--- src/pkg/hbp_pkg.sv ---
// Shared constants and carrier types of the host bus port
`default_nettype none
package hbp_pkg;

  // Host data bus width and the width of one word lane
  localparam int DATA_W = 32;
  localparam int HALF_W = 16;

  // Direct register word addresses: 0x00, 0x04, 0x08, 0x0C
  localparam logic [1:0] ADR_IND_PTR = 2'h0;
  localparam logic [1:0] ADR_IND_DATA = 2'h1;
  localparam logic [1:0] ADR_CDATA = 2'h2;
  localparam logic [1:0] ADR_STATUS = 2'h3;

  // Acknowledge wait counter width and default wait-cycle count
  localparam int WAIT_W = 4;
  localparam logic [WAIT_W-1:0] ACK_WAIT_DEF = 4'h1;
  localparam logic [WAIT_W-1:0] WAIT_ZERO = 4'h0;
  localparam logic [WAIT_W-1:0] WAIT_ONE = 4'h1;

  // Reset values of registered data
  localparam logic [DATA_W-1:0] DATA_RST = 32'h0000_0000;

  // Host control pins, all strobes and enables active low
  typedef struct packed {
    logic cs_n;
    logic rd_n;
    logic wr_n;
    logic low_word_lane_enable_n;
    logic high_word_lane_enable_n;
    logic [1:0] adr;
  } hbp_host_ctl_s;

  // One register write towards the core, valid for one cycle
  typedef struct packed {
    logic valid;
    logic [1:0] adr;
    logic low_lane;
    logic high_lane;
    logic [DATA_W-1:0] data;
  } hbp_reg_wr_s;

  // Register read request towards the core, a level while the read lasts
  typedef struct packed {
    logic active;
    logic [1:0] adr;
    logic low_lane;
    logic high_lane;
  } hbp_reg_rd_s;

  // Access handshake states
  typedef enum logic [1:0] {
    ST_IDLE,
    ST_WAIT,
    ST_ACK
  } hbp_state_e;

endpackage

`default_nettype wire

--- src/core/hbp_host_port.sv ---
// Host bus port: strobe decode, acknowledge, write capture and pointer advance
// Operation
// - 32-bit two-way host data bus
// - Two address bits pick four direct registers
// - Low lanes gate low word, high lanes high; reads here drive all 32 data lines whatever the lanes
// - FIFO location advances after high lane access
// - Indirect pointer advances after high word access
// - Controls honoured only while chip select low
// - Chip select high releases all data lines
// - Write data captured at write strobe rising
// - Read lasts while read strobe is low
// - Acknowledge marks completion; host waits for it
// - Decode with full FIFO withholds acknowledge
// - Encode with empty FIFO withholds acknowledge
`timescale 1ns/1ps
`default_nettype none

module hbp_host_port #(
  parameter logic [hbp_pkg::WAIT_W-1:0] ACK_WAIT = hbp_pkg::ACK_WAIT_DEF
) (
  input wire logic clk_in,
  input wire logic rst_in,
  input wire logic ce_in,
  input wire hbp_pkg::hbp_host_ctl_s host_ctl_in,
  input wire logic [hbp_pkg::DATA_W-1:0] host_data_in,
  output logic [hbp_pkg::DATA_W-1:0] host_data_out,
  output logic [hbp_pkg::DATA_W-1:0] host_data_oe_out,
  output logic ack_n_out,
  input wire logic encode_mode_in,
  input wire logic fifo_full_in,
  input wire logic fifo_empty_in,
  input wire logic [hbp_pkg::DATA_W-1:0] reg_rdata_in,
  output hbp_pkg::hbp_reg_rd_s reg_rd_out,
  output hbp_pkg::hbp_reg_wr_s reg_wr_out,
  output logic fifo_adv_out,
  output logic ind_adv_out
);

  // Zero wait cycles would acknowledge before read data is registered
  if (ACK_WAIT == hbp_pkg::WAIT_ZERO)
  begin : g_wait_check
    $error("ACK_WAIT must be at least one cycle");
  end

  // Current qualified strobes
  logic cs_act; // Chip select asserted
  logic rd_act; // Read in progress
  logic wr_act; // Write strobe low
  logic access; // Any access in progress
  logic stall; // FIFO cannot serve this access yet
  logic hi_lane; // High word lane enabled now
  logic lo_lane; // Low word lane enabled now

  // Registered state
  hbp_pkg::hbp_host_ctl_s ctl_prev_reg; // Controls seen last cycle
  hbp_pkg::hbp_state_e state_reg; // Handshake state
  hbp_pkg::hbp_state_e state_next;
  logic [hbp_pkg::WAIT_W-1:0] wait_reg; // Wait cycles spent
  logic [hbp_pkg::WAIT_W-1:0] wait_next;
  logic hi_seen_reg; // High lane used during this access
  logic hi_seen_next;
  logic [hbp_pkg::DATA_W-1:0] rdata_reg; // Data driven on reads
  logic [hbp_pkg::DATA_W-1:0] rdata_next;
  hbp_pkg::hbp_reg_wr_s wr_reg; // Write towards the core
  hbp_pkg::hbp_reg_wr_s wr_next;
  logic fifo_adv_reg; // FIFO advance pulse
  logic fifo_adv_next;
  logic ind_adv_reg; // Indirect pointer advance pulse
  logic ind_adv_next;

  // Previous-cycle strobes and end-of-access events
  logic prev_rd;
  logic prev_wr;
  logic wr_end;
  logic rd_end;
  logic acc_end;

  // Strobe qualification; nothing counts unless chip select is low
  always_comb
  begin
    cs_act = !host_ctl_in.cs_n;
    rd_act = cs_act && !host_ctl_in.rd_n;
    wr_act = cs_act && !host_ctl_in.wr_n;
    access = rd_act || wr_act;
    lo_lane = !host_ctl_in.low_word_lane_enable_n;
    hi_lane = !host_ctl_in.high_word_lane_enable_n;
    // Compressed data waits on FIFO room in decode, FIFO data in encode
    stall = (host_ctl_in.adr == hbp_pkg::ADR_CDATA) &&
            ((wr_act && !encode_mode_in && fifo_full_in) ||
             (rd_act && encode_mode_in && fifo_empty_in));
    prev_rd = !ctl_prev_reg.cs_n && !ctl_prev_reg.rd_n;
    prev_wr = !ctl_prev_reg.cs_n && !ctl_prev_reg.wr_n;
    // Rising write strobe while the host still holds select, data and address
    wr_end = prev_wr && host_ctl_in.wr_n && cs_act;
    rd_end = prev_rd && !rd_act;
    acc_end = wr_end || rd_end;
  end

  // Handshake next state: one wait cycle minimum, then hold until served
  always_comb
  begin
    state_next = state_reg;
    wait_next = wait_reg;
    case (state_reg)
      hbp_pkg::ST_IDLE:
      begin
        // New access begins the wait period
        if (access)
        begin
          state_next = hbp_pkg::ST_WAIT;
          wait_next = hbp_pkg::WAIT_ONE;
        end
      end
      hbp_pkg::ST_WAIT:
      begin
        // Host gave up early: drop back without acknowledging
        if (!access)
        begin
          state_next = hbp_pkg::ST_IDLE;
        end
        else if (wait_reg >= ACK_WAIT && !stall)
        begin
          state_next = hbp_pkg::ST_ACK;
        end
        else if (wait_reg < ACK_WAIT)
        begin
          wait_next = wait_reg + hbp_pkg::WAIT_ONE;
        end
      end
      hbp_pkg::ST_ACK:
      begin
        // Acknowledge stands until the host ends the access
        if (!access)
        begin
          state_next = hbp_pkg::ST_IDLE;
        end
      end
      default:
      begin
        state_next = hbp_pkg::ST_IDLE;
      end
    endcase
  end

  // Handshake registers; clock enable freezes everything
  always_ff @(posedge clk_in)
  begin
    if (rst_in)
    begin
      state_reg <= hbp_pkg::ST_IDLE;
      wait_reg <= hbp_pkg::WAIT_ZERO;
    end
    else if (ce_in)
    begin
      state_reg <= state_next;
      wait_reg <= wait_next;
    end
  end

  // Data path next values: read data, write capture, pointer advance
  always_comb
  begin
    rdata_next = rdata_reg;
    wr_next = '0;
    fifo_adv_next = 1'b0;
    ind_adv_next = 1'b0;
    hi_seen_next = hi_seen_reg;
    // Keep read data fresh from the core for the whole low strobe
    if (rd_act)
    begin
      rdata_next = reg_rdata_in;
    end
    // Remember that the high word took part; a 32-bit host always has it
    if (access && hi_lane)
    begin
      hi_seen_next = 1'b1;
    end
    // Write lands at the strobe edge; compressed data only once served
    if (wr_end && (ctl_prev_reg.adr != hbp_pkg::ADR_CDATA || state_reg == hbp_pkg::ST_ACK))
    begin
      wr_next.valid = 1'b1;
      wr_next.adr = ctl_prev_reg.adr;
      wr_next.low_lane = !ctl_prev_reg.low_word_lane_enable_n;
      wr_next.high_lane = !ctl_prev_reg.high_word_lane_enable_n;
      wr_next.data = host_data_in;
    end
    // Advance only after an acknowledged access that touched the high word
    if (acc_end)
    begin
      hi_seen_next = 1'b0;
      if (hi_seen_reg && state_reg == hbp_pkg::ST_ACK)
      begin
        if (ctl_prev_reg.adr == hbp_pkg::ADR_CDATA)
        begin
          fifo_adv_next = 1'b1;
        end
        else if (ctl_prev_reg.adr == hbp_pkg::ADR_IND_DATA)
        begin
          ind_adv_next = 1'b1;
        end
      end
    end
    else if (!cs_act)
    begin
      hi_seen_next = 1'b0;
    end
  end

  // Data path registers
  always_ff @(posedge clk_in)
  begin
    if (rst_in)
    begin
      ctl_prev_reg <= '1;
      rdata_reg <= hbp_pkg::DATA_RST;
      wr_reg <= '0;
      fifo_adv_reg <= 1'b0;
      ind_adv_reg <= 1'b0;
      hi_seen_reg <= 1'b0;
    end
    else if (ce_in)
    begin
      ctl_prev_reg <= host_ctl_in;
      rdata_reg <= rdata_next;
      wr_reg <= wr_next;
      fifo_adv_reg <= fifo_adv_next;
      ind_adv_reg <= ind_adv_next;
      hi_seen_reg <= hi_seen_next;
    end
  end

  // Output drive; enables are combinational so the bus frees at once
  always_comb
  begin
    host_data_out = rdata_reg;
    // Driving only on selected reads avoids fighting host write data
    host_data_oe_out = rd_act ? '1 : '0;
    ack_n_out = !(state_reg == hbp_pkg::ST_ACK && access);
    reg_rd_out.active = rd_act;
    reg_rd_out.adr = host_ctl_in.adr;
    reg_rd_out.low_lane = lo_lane;
    reg_rd_out.high_lane = hi_lane;
    reg_wr_out = wr_reg;
    fifo_adv_out = fifo_adv_reg;
    ind_adv_out = ind_adv_reg;
  end

endmodule

`default_nettype wire

--- config.mk ---
export PLATFORM = sky130hd
export DESIGN_NAME = hbp_host_port
export DESIGN_NICKNAME = d
export VERILOG_FILES = /design/src/pkg/hbp_pkg.sv /design/src/core/hbp_host_port.sv
export SDC_FILE = /design/constraint.sdc
export NUM_CORES = 1
export LEC_CHECK = 0
export BUFFER_PORTS_ARGS = -buffer_cell sky130_fd_sc_hd__buf_2
export CAP_MARGIN = 20
export CORE_MARGIN = 4
export CORE_UTILIZATION = 45
export CTS_CLUSTER_DIAMETER = 50
export CTS_CLUSTER_SIZE = 24
export DETAILED_ROUTE_END_ITERATION = 7
export HOLD_SLACK_MARGIN = 0.1
export PLACE_DENSITY = 0.88
export SETUP_SLACK_MARGIN = 0.1
export SLEW_MARGIN = 20
export SYNTH_ARGS = -nofsm -noshare
export SYNTH_HDL_FRONTEND = slang
export SYNTH_SLANG_ARGS = --single-unit
export TNS_END_PERCENT = 5
--- constraint.sdc ---
create_clock -name clk_in -period 1.95 [get_ports clk_in]
set_input_delay 0.0975 -clock clk_in [delete_from_list [all_inputs] [get_ports clk_in]]
set_output_delay 0.0975 -clock clk_in [all_outputs]
set_load 0.05 [all_outputs]
# == Word-level counts from Yosys, hierarchy flattened ==
# Cells that the tools add are included.
# word_totals
reg_bits,85
inputBits,77
output_inout_bits,109
# op_classes
add_sub_neg,1
magnitude_cmp,2
eq_ne,12
n_mux,22
reduce_logical,42
# op_table
op,n
$mux W37,1
$mux W32,1
$logic_and A1 B1 Y1,17
$mux W4,4
$logic_not A1 Y1,14
$ne A2 B2 Y1 const B,6
$mux W1,10
$mux W2,4
$pmux W4 S2,1
$eq A2 B2 Y1 const B,3
$pmux W2 S3,1
$reduce_and A6 Y1,1
$add A4 B1 Y4 const B,1
$eq A2 B1 Y1 const B,2
$ge A4 B1 Y1 const B,1
$logic_or A1 B1 Y1,4
$lt A4 B1 Y1 const B,1
$reduce_and A2 Y1,2
$reduce_and A4 Y1,1
$ne A3 B3 Y1 const B,1
$reduce_bool A3 Y1,1
$logic_not A2 Y1,1
$reduce_bool A2 Y1,1

# == Logic depth before layout (Yosys ltp) ==
# Gate-level depths: netlist of the first run.
# depth
word_depth,11
depth_mapped,6
depth_no_buf,6

# == Least setup slack after synthesis of the first run ==
# Ideal clock, no wire load.
# synth_timing
path_kind,register to register
from,register wait_reg[1] (netlist bit)
to,register wait_reg[1] (netlist bit)
arrival_ns,1.600
required_ns,1.878
path_slack_ns,0.278
stages_incl_launch_ff,7
n_path_buf,0
synth_period_minus_slack_ns,1.672
cell_sequence,dfxtp_1 inv_1 ha_1 or4b_2 nand2_1 o21ba_2 mux2i_1
# synth_via
elab_chain_len,5
elab_cells_between_ends,11
# synth_rtl
element,line,source
"start, declared",hbp_host_port.sv:58,logic [hbp_pkg::WAIT_W-1:0] wait_reg;
"start signal, assigned",hbp_host_port.sv:151,wait_reg <= hbp_pkg::WAIT_ZERO;
"start signal, assigned",hbp_host_port.sv:156,wait_reg <= wait_next;
$add A4 B1 Y4,hbp_host_port.sv:127,wait_next = wait_reg + hbp_pkg::WAIT_ONE;
$mux W4,hbp_host_port.sv:125,else if (wait_reg < ACK_WAIT)
$mux W4,hbp_host_port.sv:121,else if (wait_reg >= ACK_WAIT && !stall)
$mux W4,hbp_host_port.sv:117,if (!access)
$pmux W4 S2,hbp_host_port.sv:104,case (state_reg)
# Several ways; a longest one is shown, not always the timed one. The select of a mux whose other input is x is not followed.
# A chain may end at the register's enable or synchronous reset.

# == Worst setup path after layout of the first run ==
# layout_timing
from,input host_ctl_in[5] (netlist bit)
to,register wait_reg[2] (netlist bit)
# layout_via
elab_chain_len,10
elab_cells_between_ends,13
# layout_rtl
element,line,source
"start, declared",hbp_host_port.sv:24,"input wire hbp_pkg::hbp_host_ctl_s host_ctl_in,"
$logic_not A1 Y1 (*),hbp_host_port.sv:82,rd_act = cs_act && !host_ctl_in.rd_n;
$logic_and A1 B1 Y1 (*),hbp_host_port.sv:82,
$logic_and A1 B1 Y1 (2 in a row),hbp_host_port.sv:90,(rd_act && encode_mode_in && fifo_empty_in));
$logic_or A1 B1 Y1,hbp_host_port.sv:89,((wr_act && !encode_mode_in && fifo_full_in) ||
$logic_and A1 B1 Y1,hbp_host_port.sv:88,stall = (host_ctl_in.adr == hbp_pkg::ADR_CDATA) &&
$logic_not A1 Y1,hbp_host_port.sv:121,
$logic_and A1 B1 Y1,hbp_host_port.sv:121,
$ne A2 B2 Y1 (no source line),n/a,
$reduce_and A6 Y1 (no source line) (*),n/a,
# Mark *: on every way between the ends. The rest lies on a longest branch, timed or not.

==> reports/summary.log, run 1 <==
INFO  status         status=finished clean
INFO  hold_path      min_path_type=input pin to register
INFO  power          power.total=3.86mW
INFO  yosys          synth_area_leaders=dfxtp_1 49%, nand2_1 8.3%, buf_4 8.0%, a22oi_1 7.5%, a21oi_1 5.5%
INFO  final_layout   final_layout_size_suffix_gt1_share=35.7%
INFO  yosys          synth.top_cells.by_count=85 x dfxtp_1, 77 x nand2_1, 41 x nor2_1
INFO  yosys          yosys_warnings=0
INFO  sta            post-route-period-util=87.2%
INFO  sta            hold_viol_final=0
INFO  yosys          yosys.cell_types.count=39
INFO  route          drc=0
INFO  die            fp.coreArea=7370um^2
INFO  die            die_y=96.0um
INFO  sta            timing_worst_slew_pin_value=0.612ns
INFO  die            core.rowCount=31
INFO  route          total_number_of_vias=3566
INFO  global_routing globalRoute.totalOverflow=0
INFO  yosys          syn_avg_cell_area=8.72um^2
INFO  sta            timing.hold.ws=0.146ns
INFO  die            fp.dieW=96.0um
INFO  sta            tns=0ns
INFO  yosys          synth_sequential_area_ratio=48.9%
INFO  yosys          number_of_flip_flops_and_latches_in_the_synthesized_netlist=85
INFO  clock_network  clock_tree.root_cell=clkbuf_8
INFO  sta            setup_violations=0
INFO  final_layout   final_net_count=689
INFO  sta            maxSlewViolCount=0
INFO  clock_network  cts_made_buffers=9
INFO  worst_setup_path critical_path_required=2.16ns
INFO  placed_design  port-buffer-count=185
INFO  clock_network  cts_tree=done
INFO  power          max-vdd-ir-drop=0.421mV
INFO  global_routing global_route.usage.total=22.9%
INFO  global_routing first_pass_grt_wire_length=16500um
INFO  die            floorplan.initialDensity=47.2%
INFO  final_layout   area_added_between_synthesis_and_finish=47.4%
INFO  clock_network  source_to_sink_clock_delay_at_the_later_pin_of_the_worst_skew_pair=0.35ns
INFO  route          routed_wirelength=10700um
INFO  clock_network  cts_max_path_buffers=2
INFO  yosys          syn-num-nets=479
INFO  global_routing via_count_of_the_first_global_routing_pass=3590
INFO  worst_setup_path path_max_fanout=8
INFO  sta            grt_setup_unrepaired=false
INFO  die            ioPinCount=186
INFO  clock_network  cts.reportedPaths.clkPinSlew=0.09ns
INFO  route          detail-route-antenna-nets=0
INFO  final_layout   fillCellCount=531
INFO  global_routing grt_antenna_before_repair=0
INFO  sta            fmax=0.588GHz
INFO  yosys          synthMostInstantiatedCell=dfxtp_1
INFO  clock_network  clock_sink_total=85
INFO  sta            finalCriticalPeriod=1.70ns
INFO  worst_setup_path crit_arrival=1.91ns
INFO  worst_setup_path setup.worst_path.class=input pin to register
INFO  yosys          synth_top_cell_area_share=48.9%
INFO  power          power-per-cell-area=752nW/um^2
INFO  power          leakage=2.39nW
INFO  clock_network  clock_tree.htree_level_count=3
INFO  final_layout   inserted_diodes=0
INFO  route          dr.first_iter.drc_count=211
INFO  placed_design  placed_cells=627
INFO  placed_design  place.gp.congestion=0.943
INFO  yosys          mapped_cell_area=3480um^2
INFO  sta            slew_headroom=58.1%
INFO  yosys          yosys.area.top_type=dfxtp_1
INFO  global_routing maximum_number_of_pins_on_one_net_before_global_route_repair=53
INFO  final_layout   layoutNonFillerInstCount=713
INFO  flow_run       maxCapViolations=0
INFO  sta            finalClockSkew=0.00940ns
INFO  worst_setup_path critical_path.startpoint_type=input pin
INFO  yosys          postSynth.topFlopCell=dfxtp_1
INFO  worst_setup_path critPathCaptureType=register
INFO  yosys          postSynth.asyncResetShare=0%
INFO  yosys          synth_enable_flop_cells=0
INFO  route          post_drt_via_cell_ratio=5.00
INFO  route          routed_length_per_instance=15.0um
INFO  die            dieArea=9210um^2
INFO  route          drt_pass1_iterations=4
INFO  yosys          number_of_standard_cells_after_synthesis=399
INFO  placed_design  hpwl=6680um
INFO  final_layout   largest_register_ff_count=37
==> layout make-up <==
class,instances,area (um^2),share of cell area [%]
clock inverter,6,93.8,1.83
sequential,85,1700,33.2
timing repair buffer,261,1680,32.8
multi-input combinational,242,1350,26.3
tap,99,124,2.41
inverter,10,37.5,0.732
clock buffer,10,138,2.68
==> what timing repair did <==
action,CTS,global route
buffers inserted,0,0
cloned,0,0
hold endpoints to repair,70,0
gates resized for setup,1,1
hold buffers,70,0
endpoints found under the setup margin,1,1
==> kinds of logic (layout without fill, tap and decap cells) <==
logic type / count (synthesis) / in the layout / share of synthesized area (%)
AOI/OAI and AO/OA: 94 / 94 / 18.8
buffers and inverters: 72 / 287 / 12.5
muxes: 6 / 6 / 1.73
and+or+nand+nor: 139 / 139 / 17.0
DFF: 85 / 85 / 48.9
adders and majority gates: 3 / 3 / 1.08
==> layer usage <==
metal,vias up,GRT usage (%),routed length [um]
met5,-,0,0
met1,1635,24.4,3840
met2,167,41.9,5640
met3,38,4.53,745
met4,0,12.8,443
li1,1726,-,-
==> critical path: stages <==
cell and delay, ns:
dlygate4sd3_1 0.55, buf_2 0.18, a21o_1 0.21, a2111oi_0 0.59, o21a_1 0.22, o32ai_1 0.07
==> path summary, 6_finish.rpt <==
| kind | start | end | slack [ns] | cells past startpoint |
|---|---|---|---|---|
| max | host_ctl_in[5] | wait_reg[2] | 0.25 | 6 |
| max reg2reg | wait_reg[0] | wait_reg[2] | 0.27 | 5 |
| min reg2reg | host_data_out[6] | host_data_out[6] | 0.46 | 2 |
| min | host_ctl_in[6] | hi_seen_reg | 0.15 | 3 |
==> per-stage QoR <==
stage / setup WS, ns / util, % / cell area, um^2
floorplan: 0.278 / - / 3480
detailed placement: 0.155 / 56.9 / 4190
global placement: 0.228 / 56.9 / 4190
global route: 0.131 / 69.6 / 5130
CTS: 0.112 / 69.6 / 5130
finish: 0.249 / 69.6 / 5130
==> power breakdown <==
part	leakage (nW)	switching [mW]	total (mW)	internal (mW)
registers	0.689	0.0227	1.79	1.77
logic	1.59	0.414	0.658	0.244
clock network	0.113	0.641	1.41	0.768
==> cell usage in the layout (no fill, tap or decap), types with 4 or more instances in the layout <==
cell type	synthesis	layout
a21oi_1	38	38
dfxtp_1	85	84
clkbuf_8	0	10
nand2_1	77	77
buf_4	37	5
mux2i_1	6	6
inv_1	10	10
o21ai_0	4	4
nor2_1	41	40
a22oi_1	35	35
dlygate4sd3_1	0	70
buf_2	3	185
Power figures use the tool's default switching activity.
==> run 2: changes to the inputs <==
--- a/config.mk
+++ b/config.mk
@@ -7,13 +7,14 @@
 export LEC_CHECK = 0
 export BUFFER_PORTS_ARGS = -buffer_cell sky130_fd_sc_hd__buf_2
 export CAP_MARGIN = 20
+export CORE_ASPECT_RATIO = 1.75
 export CORE_MARGIN = 4
-export CORE_UTILIZATION = 45
+export CORE_UTILIZATION = 40
 export CTS_CLUSTER_DIAMETER = 50
 export CTS_CLUSTER_SIZE = 24
 export DETAILED_ROUTE_END_ITERATION = 7
 export HOLD_SLACK_MARGIN = 0.1
-export PLACE_DENSITY = 0.88
+export PLACE_DENSITY = 0.81
 export SETUP_SLACK_MARGIN = 0.1
 export SLEW_MARGIN = 20
 export SYNTH_ARGS = -nofsm -noshare
==> reports/summary.log, run 2 (synthesis gave the netlist of run 1 again) <==
INFO  sta            setup_violations=0 [unchanged]
INFO  flow_run       maxCapViolations=0 [unchanged]
INFO  sta            timing_worst_slew_pin_value=0.578ns [-0.0348 ns]
INFO  worst_setup_path setup.worst_path.class=input pin to register
INFO  die            core.rowCount=44 [+42%]
INFO  global_routing first_pass_grt_wire_length=16800um [+1.8%]
INFO  worst_setup_path critPathCaptureType=register
INFO  clock_network  source_to_sink_clock_delay_at_the_later_pin_of_the_worst_skew_pair=0.33ns [-0.02 ns]
INFO  route          routed_wirelength=10500um [-1.9%]
INFO  final_layout   largest_register_ff_count=37 [unchanged]
INFO  clock_network  cts_tree=done
INFO  worst_setup_path worstPathCellList=dlygate4sd3_1 > buf_2 > or3b_2 > a2111oi_4 > a32oi_1 > nor2_1
INFO  power          max-vdd-ir-drop=0.515mV [+22%]
INFO  sta            maxSlewViolCount=0 [unchanged]
INFO  clock_network  clock_tree.htree_level_count=3 [unchanged]
INFO  worst_setup_path critical_path_required=2.22ns [+0.06 ns]
INFO  final_layout   area_added_between_synthesis_and_finish=49.6%
INFO  global_routing global_route.usage.total=20.3% [-2.6 points]
INFO  power          leakage=2.42nW [+1.2%]
INFO  worst_setup_path critical_path.slowest_cell=dlygate4sd3_1
INFO  placed_design  hpwl=6890um [+3.1%]
INFO  route          post_drt_via_cell_ratio=4.97 [-0.63%]
INFO  worst_setup_path worst_r2r_path_depth=6 [+1]
INFO  final_layout   layoutNonFillerInstCount=728 [+2.1%]
INFO  final_layout   layout.cells.most_common_list=185 x buf_2, 85 x dfxtp_1, 77 x nand2_1, 69 x dlygate4sd3_1, 40 x nor2_1
INFO  worst_setup_path crit_arrival=1.93ns [+0.02 ns]
INFO  clock_network  clock_sink_total=85 [unchanged]
INFO  sta            grt_setup_unrepaired=false
INFO  global_routing grt_antenna_before_repair=0 [unchanged]
INFO  final_layout   layout_commonest_cell=buf_2
INFO  clock_network  clock_tree.root_cell=clkbuf_16
INFO  sta            slew_headroom=61.5% [+3.4 points]
INFO  die            dieArea=10300um^2 [+12%]
INFO  route          detail-route-antenna-nets=0 [unchanged]
INFO  route          drc=0 [unchanged]
INFO  power          pwr-share-clk=40.9% [+4.4 points]
INFO  sta            hold_viol_final=0 [unchanged]
INFO  clock_network  cts_made_buffers=9 [unchanged]
INFO  sta            finalClockSkew=0.00564ns [-0.00376 ns]
INFO  die            fp.dieW=78.5um [-18%]
INFO  die            floorplan.initialDensity=41.6% [-5.6 points]
INFO  worst_setup_path setup.worst_path.start=host_ctl_in[4]
INFO  final_layout   final-seq-area=1700um^2 [about the same]
INFO  worst_setup_path r2r-start=wait_reg[1]
INFO  worst_setup_path path_max_fanout=6 [-2]
INFO  sta            finalCriticalPeriod=1.66ns [-0.0362 ns]
INFO  power          power-per-cell-area=794nW/um^2 [+5.6%]
INFO  worst_setup_path worst-r2r-setup-slack=0.31ns [+0.04 ns]
INFO  power          comb_power_share=15.7% [-1.4 points]
INFO  placed_design  placed_cells=643 [+2.6%]
INFO  worst_setup_path crit_path_max_incr_delay=0.52ns [-0.07 ns]
INFO  final_layout   final_net_count=688 [-0.15%]
INFO  worst_setup_path critical_path.startpoint_type=input pin
INFO  clock_network  cts.reportedPaths.clkPinSlew=0.06ns [-0.03 ns]
INFO  global_routing maximum_number_of_pins_on_one_net_before_global_route_repair=41 [-23%]
INFO  route          routed_length_per_instance=14.4um [-3.9%]
INFO  die            die_y=131um [+37%]
INFO  placed_design  port-buffer-count=185 [unchanged]
INFO  route          total_number_of_vias=3618 [+1.5%]
INFO  final_layout   fillCellCount=681 [+28%]
INFO  clock_network  cts.repair_timing.setup_buffer_count=0 [unchanged]
INFO  sta            post-route-period-util=85.4% [-1.9 points]
INFO  power          net-switching-power=1.10mW [+2.0%]
INFO  placed_design  place.gp.congestion=0.768 [-19%]
INFO  global_routing via_count_of_the_first_global_routing_pass=3594 [+0.11%]
INFO  hold_path      min_path_type=input pin to register
INFO  route          dr.first_iter.drc_count=186 [-12%]
INFO  sta            tns=0ns [unchanged]
INFO  power          cell_internal_power_dissipation=3.03mW [+9.1%]
INFO  clock_network  cts_max_path_buffers=2 [unchanged]
INFO  global_routing globalRoute.totalOverflow=0 [unchanged]
INFO  power          part_of_the_total_power_dissipated_in_sequential_elements=43.4% [-3.0 points]
INFO  sta            fmax=0.601GHz [+2.2%]
INFO  status         status=finished clean
INFO  final_layout   inserted_diodes=0 [unchanged]
INFO  power          power.share.switching=26.6% [-1.3 points]
INFO  die            ioPinCount=186 [unchanged]
INFO  die            fp.coreArea=8370um^2 [+14%]
INFO  final_layout   multi_input_area=1350um^2 [unchanged]
INFO  worst_setup_path regToRegEndpoint=wait_reg[1]
INFO  route          drt_pass1_iterations=4 [unchanged]
INFO  final_layout   final_layout_size_suffix_gt1_share=35.6% [-0.10 points]
INFO  worst_setup_path setup.worst_path.end=ind_adv_out
-- run 2: cell types whose count changed in the layout (fill, tap and decap cells not counted), sizes merged --
cell         delta
dlygate4sd3     -1
clkinv          +2
bufinv          -1
inv             -1
-- run 2: per-stage QoR --
step | setup slack (ns) | util (%) | total power, mW | cell area (um^2) | hold WS (ns)
2_1_floorplan | 0.278 | - | 2.25 | 3480 | 0.226
3_3_place_gp | 0.217 | 50.3 | 2.36 | 4210 | 0.328
3_5_place_dp | 0.152 | 50.3 | 2.37 | 4210 | 0.335
4_1_cts | 0.139 | 62.2 | 4.18 | 5200 | 0.169
5_1_grt | 0.190 | 62.2 | 4.31 | 5210 | 0.187
6_report | 0.286 | 62.2 | 4.13 | 5210 | 0.176
-- run 2: worst min-delay path by stage --
stage                                 from               to  slack (ns)  cells past startpoint
after floorplan             host_ctl_in[2]  ctl_prev_reg[2]        0.23                      2
after global placement    host_data_in[27]   reg_wr_out[27]        0.33                      3
after detailed placement    host_ctl_in[2]  ctl_prev_reg[2]        0.33                      3
after CTS                   host_ctl_in[6]      hi_seen_reg        0.17                      3
after global routing        host_ctl_in[5]  ctl_prev_reg[5]        0.19                      3
final                       host_ctl_in[5]  ctl_prev_reg[5]        0.18                      3
-- run 2: area by class of cell --
type / count / share of cell area, %
clock buffers: 10 / 4.59
repair buffers: 260 / 32.1
multi-input cells: 242 / 25.9
clock inverters: 6 / 1.18
flip-flops and latches: 85 / 32.7
inverters: 10 / 0.721
well taps: 115 / 2.76
-- run 2: timing repair --
item / in CTS / in global routing
hold buffers: 69 / 0
endpoints found under the hold margin: 69 / 0
gates resized for setup: 0 / 1
setup endpoints to repair: 0 / 1
-- run 2: per-layer routing --
layer / up-vias / routed length [um] / global-route usage, %
li1: 1731 / - / -
met1: 1649 / 3740 / 20.8
met2: 193 / 5290 / 35.4
met3: 45 / 890 / 5.96
met4: 0 / 539 / 12.6
met5: - / 0 / 0
-- run 2: power by group through the flow --
stage	sequential, mW	combinational, mW	clock (mW)
final	1.79	0.651	1.69
after global routing	1.80	0.693	1.82
after CTS	1.79	0.646	1.74
after detailed placement	1.83	0.538	0
after global placement	1.83	0.530	0
after floorplan	1.91	0.340	0
-- run 2: worst max-delay path, delay by kind of cell --
family,cells,cell delay [ns]
AOI/OAI and AO/OA,2,0.53
buffers and inverters,2,0.69
and+or+nand+nor,2,0.61
==> run 3: changes to the inputs <==
--- a/config.mk
+++ b/config.mk
@@ -9,12 +9,12 @@
 export CAP_MARGIN = 20
 export CORE_ASPECT_RATIO = 1.75
 export CORE_MARGIN = 4
-export CORE_UTILIZATION = 40
+export CORE_UTILIZATION = 45
 export CTS_CLUSTER_DIAMETER = 50
 export CTS_CLUSTER_SIZE = 24
 export DETAILED_ROUTE_END_ITERATION = 7
 export HOLD_SLACK_MARGIN = 0.1
-export PLACE_DENSITY = 0.81
+export PLACE_DENSITY = 0.88
 export SETUP_SLACK_MARGIN = 0.1
 export SLEW_MARGIN = 20
 export SYNTH_ARGS = -nofsm -noshare
==> constraint.sdc (replaced) <==
create_clock -name clk_in -period 1.95 [get_ports clk_in]
set_input_delay 0.0975 -clock clk_in [delete_from_list [all_inputs] [get_ports clk_in]]
set_output_delay 0.0975 -clock clk_in [all_outputs]
set_load 0.005 [all_outputs]
==> reports/summary.log, run 3 (synthesis gave the netlist of run 1 again) <==
INFO  status         status=finished clean
INFO  placed_design  placed_cells=617 [-4.0%]
INFO  final_layout   postLayoutCellArea=5190um^2 [-0.31%]
INFO  sta            finalClockSkew=0.00669ns [+0.00105 ns]
INFO  sta            tns=0ns [unchanged]
INFO  worst_setup_path regToRegEndpoint=wait_reg[1]
INFO  global_routing global_route.usage.total=22.3% [+2.0 points]
INFO  route          routed_wirelength=10300um [-1.2%]
INFO  worst_setup_path critical_path.slowest_cell=dlygate4sd3_1
INFO  final_layout   final_net_count=689 [+0.15%]
INFO  power          leakage=2.43nW [+0.55%]
INFO  route          dr.first_iter.drc_count=196 [+5.4%]
INFO  worst_setup_path crit_path_max_incr_delay=0.52ns [about the same]
INFO  final_layout   layoutNonFillerInstCount=702 [-3.6%]
INFO  sta            grt_setup_unrepaired=false
INFO  global_routing grt_antenna_before_repair=0 [unchanged]
INFO  final_layout   inserted_diodes=0 [unchanged]
INFO  placed_design  port-buffer-count=185 [unchanged]
INFO  hold_path      worstHoldEndpoint=ctl_prev_reg[5]
INFO  global_routing first_pass_grt_wire_length=16200um [-3.4%]
INFO  placed_design  hpwl=6520um [-5.4%]
INFO  sta            timing.hold.ws=0.143ns [-0.0329 ns]
INFO  route          routed_length_per_instance=14.7um [+2.4%]
INFO  die            fp.dieW=74.5um [-5.1%]
INFO  die            core.rowCount=42 [-4.5%]
INFO  route          post_drt_via_cell_ratio=4.97 [about the same]
INFO  die            dieArea=9260um^2 [-10%]
INFO  final_layout   largest_register_ff_count=37 [unchanged]
INFO  power          power-per-cell-area=771nW/um^2 [-2.9%]
INFO  hold_path      min_from=host_ctl_in[5]
INFO  clock_network  cts_made_buffers=9 [unchanged]
INFO  sta            fmax=0.601GHz [about the same]
INFO  worst_setup_path critical_path_required=2.22ns [about the same]
INFO  worst_setup_path worstPathCellList=dlygate4sd3_1 > buf_2 > or3b_2 > a2111oi_4 > a32oi_1 > nor2_1
INFO  flow_run       maxCapViolations=0 [unchanged]
INFO  final_layout   final-seq-area=1700um^2 [unchanged]
INFO  final_layout   final_layout_size_suffix_gt1_share=35.5% [-0.058 points]
INFO  die            ioPinCount=186 [unchanged]
INFO  sta            setup_violations=0 [unchanged]
INFO  route          detail-route-antenna-nets=0 [unchanged]
INFO  placed_design  dpl-instance-area=4170um^2 [-0.92%]
INFO  final_layout   area_added_between_synthesis_and_finish=49.1%
INFO  global_routing globalRoute.totalOverflow=0 [unchanged]
INFO  sta            post-route-period-util=85.3% [about the same]
INFO  clock_network  clock_tree.root_cell=clkbuf_16
INFO  clock_network  cts_max_path_buffers=2 [unchanged]
INFO  clock_network  cts.reportedPaths.clkPinSlew=0.06ns [about the same]
INFO  global_routing maximum_number_of_pins_on_one_net_before_global_route_repair=41 [unchanged]
INFO  final_layout   layout_commonest_cell=buf_2
INFO  hold_path      min_path_type=input pin to register
INFO  sta            finalWorstSetupSlack=0.286ns [+0.000204 ns]
INFO  worst_setup_path critPathCaptureType=register
INFO  power          max-vdd-ir-drop=0.650mV [+26%]
INFO  worst_setup_path worst_r2r_path_depth=6 [unchanged]
INFO  hold_path      worstHoldPathCells=3 [unchanged]
INFO  final_layout   multi_input_area=1350um^2 [unchanged]
INFO  route          total_number_of_vias=3491 [-3.5%]
INFO  clock_network  cts_tree=done
INFO  sta            finalCriticalPeriod=1.66ns [-0.000204 ns]
INFO  sta            hold_viol_final=0 [unchanged]
INFO  route          drt_pass1_iterations=4 [unchanged]
INFO  sta            slew_headroom=61.5% [about the same]
INFO  worst_setup_path r2r-start=wait_reg[1]
INFO  worst_setup_path setup.worst_path.class=input pin to register
INFO  worst_setup_path crit_arrival=1.93ns [about the same]
INFO  final_layout   layout.cells.most_common_list=185 x buf_2, 85 x dfxtp_1, 77 x nand2_1, 69 x dlygate4sd3_1, 40 x nor2_1
INFO  worst_setup_path path_max_fanout=6 [unchanged]
INFO  clock_network  cts.repair_timing.setup_buffer_count=0 [unchanged]
INFO  clock_network  source_to_sink_clock_delay_at_the_later_pin_of_the_worst_skew_pair=0.33ns [about the same]
INFO  die            floorplan.initialDensity=46.0% [+4.4 points]
INFO  clock_network  clock_tree.htree_level_count=3 [unchanged]
INFO  global_routing via_count_of_the_first_global_routing_pass=3488 [-2.9%]
INFO  final_layout   fillCellCount=560 [-18%]
INFO  die            fp.coreArea=7570um^2 [-9.6%]
INFO  worst_setup_path critical_path.startpoint_type=input pin
INFO  clock_network  clock_sink_total=85 [unchanged]
INFO  sta            maxSlewViolCount=0 [unchanged]
INFO  placed_design  place.gp.congestion=0.804 [+4.7%]
INFO  placed_design  placement.setup.worst_slack=0.140ns [-0.0123 ns]
INFO  die            die_y=124um [-5.4%]
INFO  worst_setup_path worst-r2r-setup-slack=0.31ns [about the same]
INFO  route          drc=0 [unchanged]
INFO  sta            timing_worst_slew_pin_value=0.577ns [-0.000199 ns]
## run 3: cell count changes in the layout (fill, tap and decap cells not counted), sizes merged
cell	change
clkinvlp	-1
clkinv	-2
buf	+1
clkbuf	+4
inv	-1
## run 3: per-stage QoR
| step | total power [mW] | utilization, % |
|---|---|---|
| finish | 4.00 | 68.6 |
| global route | 4.16 | 68.6 |
| floorplan | 2.03 | - |
| global placement | 2.14 | 55.2 |
| detailed placement | 2.15 | 55.2 |
| CTS | 4.04 | 68.6 |
## run 3: worst max-delay path by stage
stage                                 to            from
final                        ind_adv_out  host_ctl_in[4]
after global routing      reg_wr_out[20]    state_reg[0]
after CTS                    wait_reg[1]     wait_reg[1]
after detailed placement     wait_reg[1]     wait_reg[1]
after global placement       wait_reg[1]     wait_reg[1]
after floorplan              wait_reg[1]     wait_reg[1]
## run 3: worst max-delay path, delay by kind of cell
| family | cells | cell delay (ns) |
|---|---|---|
| buffers and inverters | 2 | 0.68 |
| AND/OR/NAND/NOR | 2 | 0.61 |
| AO/OA/AOI/OAI | 2 | 0.53 |
## run 3: area by class of cell
| class | count | share of cell area [%] |
|---|---|---|
| clock buffer | 14 | 5.47 |
| clock inverter | 2 | 0.747 |
| inverter | 10 | 0.723 |
| multi-input combinational | 242 | 26.0 |
| sequential | 85 | 32.8 |
| tap | 88 | 2.12 |
| timing repair buffer | 261 | 32.2 |
## run 3: what timing repair did
action / CTS / global route
resized for setup: 0 / 1
hold buffers: 69 / 0
setup endpoints to repair: 0 / 3
endpoints found under the hold margin: 69 / 0
## run 3: report_power, final
group          internal, mW  total (mW)  switching [mW]
clock                  1.13        1.77           0.639
combinational         0.237       0.434           0.197
sequential             1.77        1.79          0.0227
## run 3: routing by layer
metal	share of wire, %	global-route usage (%)
met1	38	24.3
met2	51	37.9
met3	7.4	6.30
met4	3.8	11.3
met5	0	0
